## config.mk

```make
export PLATFORM = sky130hd
export DESIGN_NAME = asf_status_flags
export DESIGN_NICKNAME = d
export VERILOG_FILES = /design/src/logic/asf_pkg.sv /design/src/logic/asf_alu_core.sv /design/src/logic/asf_status_flags.sv
export SDC_FILE = /design/constraint.sdc
export NUM_CORES = 1
export LEC_CHECK = 0
export BUFFER_PORTS_ARGS = -buffer_cell sky130_fd_sc_hd__buf_2
export CELL_PAD_IN_SITES_DETAIL_PLACEMENT = 0
export CELL_PAD_IN_SITES_GLOBAL_PLACEMENT = 2
export CORE_UTILIZATION = 32
export DETAILED_ROUTE_END_ITERATION = 6
export PLACE_DENSITY = 0.83
export SLEW_MARGIN = 20
export SYNTH_ARGS = -nofsm -noshare
export SYNTH_HDL_FRONTEND = slang
export SYNTH_SLANG_ARGS = --single-unit
```

## constraint.sdc

```tcl
create_clock -name clock_i -period 6.55 [get_ports clock_i]
set_clock_uncertainty 0.15 [all_clocks]
set_input_delay 0.3275 -clock clock_i [delete_from_list [all_inputs] [get_ports clock_i]]
set_output_delay 0.3275 -clock clock_i [all_outputs]
set_load 0.02 [all_outputs]
```

## src/logic/asf_pkg.sv

```systemverilog
/*
 * Constants shared by the ALU status flag block: opcode classes, flag bit
 * positions, update masks, register offsets and reset values.
 * Assumes a single core clock and that the decoder presents one operation
 * per cycle with its operands already fetched.
 */
package asf_pkg;

	localparam int unsigned DATA_W = 8;
	localparam int unsigned OP_W = 4;
	localparam int unsigned FLAG_W = 5;
	localparam int unsigned ADDR_W = 8;

	// operation classes presented by the instruction decoder
	localparam logic [3:0] OP_ADD_REG = 4'h0;
	localparam logic [3:0] OP_ADD_LIT = 4'h1;
	localparam logic [3:0] OP_SUB_LIT = 4'h2;
	localparam logic [3:0] OP_SUB_REG = 4'h3;
	localparam logic [3:0] OP_AND = 4'h4;
	localparam logic [3:0] OP_OR = 4'h5;
	localparam logic [3:0] OP_XOR = 4'h6;
	localparam logic [3:0] OP_COMP = 4'h7;
	localparam logic [3:0] OP_MOVE = 4'h8;
	localparam logic [3:0] OP_ROT_RIGHT = 4'h9;
	localparam logic [3:0] OP_ROT_LEFT = 4'hA;

	// status register bit positions
	localparam int unsigned FLAG_C = 0;
	localparam int unsigned FLAG_DC = 1;
	localparam int unsigned FLAG_Z = 2;
	localparam int unsigned FLAG_OV = 3;
	localparam int unsigned FLAG_N = 4;
	localparam int unsigned MSB = 7;
	localparam int unsigned NIB_MSB = 3;

	// rotate carry sources
	localparam int unsigned ROT_R_SRC = 4;
	localparam int unsigned ROT_L_SRC = 3;

	// which flags each class of operation writes
	localparam logic [4:0] UPD_ARITH = 5'h1F;
	localparam logic [4:0] UPD_LOGIC = 5'h14;
	localparam logic [4:0] UPD_ROT = 5'h15;
	localparam logic [4:0] UPD_NONE = 5'h00;

	// software view
	localparam logic [7:0] REG_STATUS = 8'h00;
	localparam logic [7:0] REG_RESULT = 8'h01;
	localparam logic [7:0] STATUS_RST = 8'h00;
	localparam logic [7:0] RESULT_RST = 8'h00;
	localparam logic [7:0] RDATA_IDLE = 8'h00;
	localparam logic [2:0] UNIMPL_BITS = 3'h0;

endpackage : asf_pkg

```

## src/logic/asf_alu_core.sv

```systemverilog
/*
 * Combinational ALU core: computes the result, the five candidate flags and
 * the mask of flags that the operation is allowed to write.
 * Assumes operands are stable for the cycle in which they are presented.
 */
module asf_alu_core (
	input wire logic [3:0] op_i,
	input wire logic [7:0] opa_i,
	input wire logic [7:0] opb_i,
	input wire logic carry_i,
	output logic [7:0] result_o,
	output logic [4:0] flags_o,
	output logic [4:0] upd_mask_o,
	output logic legal_o
);

	// one nibble of the adder, chained twice for the full byte
	function automatic logic [4:0] add_nib(input logic [3:0] a, input logic [3:0] b, input logic ci);
		add_nib = {1'h0, a} + {1'h0, b} + {4'h0, ci};
	endfunction : add_nib

	wire logic is_add = (op_i == asf_pkg::OP_ADD_REG) || (op_i == asf_pkg::OP_ADD_LIT);
	wire logic is_sub = (op_i == asf_pkg::OP_SUB_REG) || (op_i == asf_pkg::OP_SUB_LIT);
	wire logic is_arith = is_add || is_sub;
	wire logic is_rot_r = (op_i == asf_pkg::OP_ROT_RIGHT);
	wire logic is_rot_l = (op_i == asf_pkg::OP_ROT_LEFT);
	wire logic is_logic = (op_i >= asf_pkg::OP_AND) && (op_i <= asf_pkg::OP_MOVE);

	// subtract as add of the complement plus one
	wire logic [7:0] b_eff = is_sub ? ~opb_i : opb_i;
	wire logic [4:0] lo_sum = add_nib(opa_i[3:0], b_eff[3:0], is_sub);
	wire logic [4:0] hi_sum = add_nib(opa_i[7:4], b_eff[7:4], lo_sum[4]);
	wire logic [7:0] sum = {hi_sum[3:0], lo_sum[3:0]};

	wire logic [7:0] rot_r = {carry_i, opa_i[7:1]};
	wire logic [7:0] rot_l = {opa_i[6:0], carry_i};

	assign result_o = is_arith ? sum :
		(op_i == asf_pkg::OP_AND) ? (opa_i & opb_i) :
		(op_i == asf_pkg::OP_OR) ? (opa_i | opb_i) :
		(op_i == asf_pkg::OP_XOR) ? (opa_i ^ opb_i) :
		(op_i == asf_pkg::OP_COMP) ? ~opa_i :
		is_rot_r ? rot_r :
		is_rot_l ? rot_l : opa_i;

	assign flags_o[asf_pkg::FLAG_N] = result_o[asf_pkg::MSB];
	// sign change is wrong only when both addends share a sign the sum lacks
	assign flags_o[asf_pkg::FLAG_OV] = (opa_i[asf_pkg::MSB] == b_eff[asf_pkg::MSB])
		&& (sum[asf_pkg::MSB] != opa_i[asf_pkg::MSB]);
	assign flags_o[asf_pkg::FLAG_Z] = (result_o == 8'h00);
	assign flags_o[asf_pkg::FLAG_DC] = lo_sum[4];
	assign flags_o[asf_pkg::FLAG_C] = is_arith ? hi_sum[4] :
		is_rot_r ? opa_i[asf_pkg::ROT_R_SRC] : opa_i[asf_pkg::ROT_L_SRC];

	assign upd_mask_o = is_arith ? asf_pkg::UPD_ARITH :
		(is_rot_r || is_rot_l) ? asf_pkg::UPD_ROT :
		is_logic ? asf_pkg::UPD_LOGIC : asf_pkg::UPD_NONE;
	assign legal_o = is_arith || is_rot_r || is_rot_l || is_logic;

endmodule : asf_alu_core

```

## src/logic/asf_status_flags.sv

```systemverilog
/*
 * Top of the ALU status flag block: holds the status and last result
 * registers, merges decoder updates with software writes and answers the
 * register port.
 * Assumes the decoder raises exec_i for one cycle per operation and that
 * software strobes are one cycle long and never both high at once.
 */
module asf_status_flags (
	input wire logic clock_i,
	input wire logic sys_rst_i,
	input wire logic exec_i,
	input wire logic [3:0] op_i,
	input wire logic [7:0] opa_i,
	input wire logic [7:0] opb_i,
	input wire logic [7:0] reg_addr_i,
	input wire logic [7:0] reg_wdata_i,
	input wire logic reg_wr_i,
	input wire logic reg_rd_i,
	output logic [7:0] reg_rdata_o,
	output logic [7:0] status_o,
	output logic [7:0] result_o,
	output logic done_o
);

	logic [7:0] status_q;
	logic [7:0] status_d;
	logic [7:0] result_q;
	logic [7:0] result_d;
	logic [7:0] rdata_q;
	logic [7:0] rdata_d;
	logic done_q;
	logic done_d;

	logic [7:0] core_result;
	logic [4:0] core_flags;
	logic [4:0] core_mask;
	logic core_legal;

	// rotates shift in the carry as it stands before this operation
	asf_alu_core u_core (
		.op_i(op_i),
		.opa_i(opa_i),
		.opb_i(opb_i),
		.carry_i(status_q[asf_pkg::FLAG_C]),
		.result_o(core_result),
		.flags_o(core_flags),
		.upd_mask_o(core_mask),
		.legal_o(core_legal)
	);

	// unknown opcodes are dropped: no flag, no result, no done
	wire logic hw_upd = exec_i && core_legal;
	wire logic sel_status = (reg_addr_i == asf_pkg::REG_STATUS);
	wire logic sel_result = (reg_addr_i == asf_pkg::REG_RESULT);
	wire logic sw_wr = reg_wr_i && sel_status;

	// a flag the ALU writes in the same cycle as software takes the ALU value
	wire logic [4:0] hw_sel = {asf_pkg::FLAG_W{hw_upd}} & core_mask;
	wire logic [4:0] sw_sel = {asf_pkg::FLAG_W{sw_wr}} & ~hw_sel;
	wire logic [4:0] keep_sel = ~(hw_sel | sw_sel);
	wire logic [4:0] flags_next = (hw_sel & core_flags)
		| (sw_sel & reg_wdata_i[4:0])
		| (keep_sel & status_q[4:0]);

	assign status_d = {asf_pkg::UNIMPL_BITS, flags_next};
	assign result_d = hw_upd ? core_result : result_q;
	assign done_d = hw_upd;

	// reads show the state before any update taken in the same cycle
	wire logic [7:0] rd_mux = sel_status ? status_q :
		sel_result ? result_q : asf_pkg::RDATA_IDLE;
	assign rdata_d = reg_rd_i ? rd_mux : asf_pkg::RDATA_IDLE;

	always_ff @(posedge clock_i) begin
		if (sys_rst_i) begin
			status_q <= asf_pkg::STATUS_RST;
			result_q <= asf_pkg::RESULT_RST;
		end else begin
			status_q <= status_d;
			result_q <= result_d;
		end
	end

	always_ff @(posedge clock_i) begin
		if (sys_rst_i) begin
			rdata_q <= asf_pkg::RDATA_IDLE;
			done_q <= 1'h0;
		end else begin
			rdata_q <= rdata_d;
			done_q <= done_d;
		end
	end

	assign reg_rdata_o = rdata_q;
	assign status_o = status_q;
	assign result_o = result_q;
	assign done_o = done_q;

	// independent reference for the checks below; kept apart from the core
	wire logic chk_add = exec_i && ((op_i == asf_pkg::OP_ADD_REG) || (op_i == asf_pkg::OP_ADD_LIT));
	wire logic chk_sub = exec_i && ((op_i == asf_pkg::OP_SUB_REG) || (op_i == asf_pkg::OP_SUB_LIT));
	wire logic chk_arith = chk_add || chk_sub;
	wire logic [7:0] chk_b = chk_sub ? ~opb_i : opb_i;
	wire logic [8:0] chk_sum9 = {1'h0, opa_i} + {1'h0, chk_b} + {8'h00, chk_sub};
	wire logic [4:0] chk_nib5 = {1'h0, opa_i[3:0]} + {1'h0, chk_b[3:0]} + {4'h0, chk_sub};
	wire logic chk_ov = (opa_i[7] == chk_b[7]) && (chk_sum9[7] != opa_i[7]);
	wire logic [8:0] chk_diff9 = {1'h0, opa_i} - {1'h0, opb_i};
	wire logic chk_rot_r = exec_i && (op_i == asf_pkg::OP_ROT_RIGHT);
	wire logic chk_rot_l = exec_i && (op_i == asf_pkg::OP_ROT_LEFT);
	wire logic chk_logic = exec_i && (op_i >= asf_pkg::OP_AND) && (op_i <= asf_pkg::OP_MOVE);
	wire logic chk_any = chk_arith || chk_rot_r || chk_rot_l || chk_logic;
	wire logic chk_and = exec_i && (op_i == asf_pkg::OP_AND);
	wire logic chk_comp = exec_i && (op_i == asf_pkg::OP_COMP);
	wire logic chk_illegal = exec_i && !chk_any;
endmodule : asf_status_flags

```

==> results.toml <==
[clock_network]
htreeDepth = 1
clk_latency_ns = 0.26
clock-sinks = 22
cts_made_buffers = 3
cts_setup_buffers = 0
ctsResizeCount = 0
cts_root_buffer = "clkbuf_8"
postCtsHoldBufs = 0
clkTransAtPathRegs_ns = 0.07
clockBufferDepth = 2
cts_tree = "yes"

[die]
initial_core_util_pct = 33.95
die_height_um = 87.83
dieArea_sq_um = 7713
die_w_um = 87.83
rows = 30
core_area_sq_um = 6944
io_pins = 66

[routing]
vias = 2308
drt_pre_antenna_iters = 4
ant_nets = 0
drc_errors = 0
wl_per_cell_um = 15.09
drt_iter0_drc = 107
finalWirelength_um = 6702
via_per_inst = 5.198

[run]
max_cap_violations = 0

[yosys]
syn_avg_cell_area_sq_um = 7.754
netlist_area_sq_um = 2357
synth_flop_cell = "dfxtp_1"
synth_edf_count = 0
synth_async_sr_flop_share_pct = 0
yosysUniqueCellTypes = 58
ys_seq_area_share_pct = 18.68
ys_seq_elements = 22
synth_cells = 304
ys_warn_count = 0

[finish]
fin_area_sq_um = 2713
num_antenna_cells = 0
final_common_cell = "buf_2"
final_cells = 444
fillers = 771
nets = 415
area_growth_pct = 15.07
final_cell_mix = "buf_2 (59), nor2_1 (24), inv_1 (23)"
drive_above_1_share_pct = 18.97

[global_route]
grt_max_degree = 45
track_usage_pct = 17.63
grt_antenna_before_repair = 0
first_global_vias = 2010
grt_pass1_wl_um = 10590
overflow = 0

[power_and_ir_drop]
ir_drop_mv = 0.06457
p_leak_uw = 0.001252
power.density_nw_per_um2 = 147.7

[placement]
port_buffers = 59
placed_cells = 440
gp_congestion = 0.8073
placed_cell_area_sq_um = 2658
dp_hpwl_um = 5255

[timing]
slew_headroom_pct = 43.69
finalCritPeriodShare_pct = 69.60
fin_tns_setup_ns = 0
holdWs_ns = 0.2368
min_period_ns = 4.559
worst_pin_slew_ns = 0.8416
rsz0062_at_grt = "no"
maxClockFrequency_mhz = 219.4
hold_viol = 0
finalSetupViolCount = 0
slew_viol_final = 0

[critical_path]
cp.arrival_ns = 4.59
cp_max_fo = 28
cp_data_required_time_ns = 6.58
critPathKind = "in -> reg"
cp-end-kind = "flip-flop"
worstSetupStartpointType = "input pin"

[outcome]
run_status = "completed"

[min_path]
hold_path.class = "in -> reg"
-- per-layer routing --
metal	vias up	part of all wire, %	GRT usage, %
met1	1028	49	25.53
li1	1181	-	-
met3	8	5.8	1.602
met2	91	44	27.91
met4	0	1.0	4.620
met5	-	0	0
-- cells in the mapped netlist (9+ instances only) --
cell type   n  share of area (%)
nor2_1     24                3.8
xnor2_1    11                4.1
ha_1       22                 12
inv_1      23                3.7
buf_2      11                2.3
nand2_1    14                2.2
a21oi_1    20                4.2
nor2b_1     9                2.4
nand2b_1   16                4.2
dfxtp_1    22                 19
o21ai_0    17                3.6
mux2i_1    10                4.2
-- power by group --
group	switching, uW	internal [uW]	total, uW
registers	5.18	140	145
clock network	41.2	53.5	94.7
logic	96.6	64.1	161
total	143	258	401
-- worst max-delay path: stages --
cell and delay [ns]:
buf_2 0.40, inv_1 0.29, nor2_1 0.72, xnor2_1 0.23, inv_1 0.09, fa_1 0.44, inv_1 0.07, a21o_1 0.10
a21oi_1 0.12, fa_1 0.41, inv_1 0.08, fa_1 0.42, a222oi_1 0.49, nand4b_1 0.18, o31ai_2 0.23
-- state kept, by name (all words and copies together), names as in the netlist --
name,flops
reg_rdata_o,8
status_o,5
result_o,8
done_o,1
-- final cells by class --
type	count	area, sq um	share of cell area, %
timing repair buffer	59	295.3	10.89
sequential	22	440.4	16.24
multi-input combinational	239	1712	63.10
clock buffer	4	55.05	2.030
tap	96	120.1	4.428
inverter	24	90.09	3.321
-- metrics by stage --
step           total power, uW  util (%)  worst slack (ns)
2_1_floorplan            261.6         -             2.604
3_3_place_gp             309.0     38.27             1.718
3_5_place_dp             308.0     38.27             1.721
4_1_cts                  404.4     39.06             1.988
5_1_grt                  428.6     39.06             1.683
6_report                 400.5     39.06             1.991
-- worst paths after layout --
path                                      from           to  slack [ns]  depth (start not counted)
worst min-delay path            reg_wdata_i[4]  status_o[4]        0.24                          3
worst max-delay path                   op_i[1]  status_o[2]        1.99                         15
worst min register to register     result_o[3]  result_o[3]        0.34                          2
worst max register to register     status_o[0]  status_o[4]        4.59                          6
-- cells by family (layout without fill, tap and decap cells) --
group	count (synthesis)	after routing	synth area share, %
simple gates	96	96	22.19
compound gates	91	91	26.17
buf+inv	45	87	9.023
fa+ha+maj	25	25	14.22
flops	22	22	18.68
xor+xnor	13	13	4.830
mux	11	11	4.724
other cells	1	3	0.1591
No activity file was read; power rests on OpenSTA's default activity.
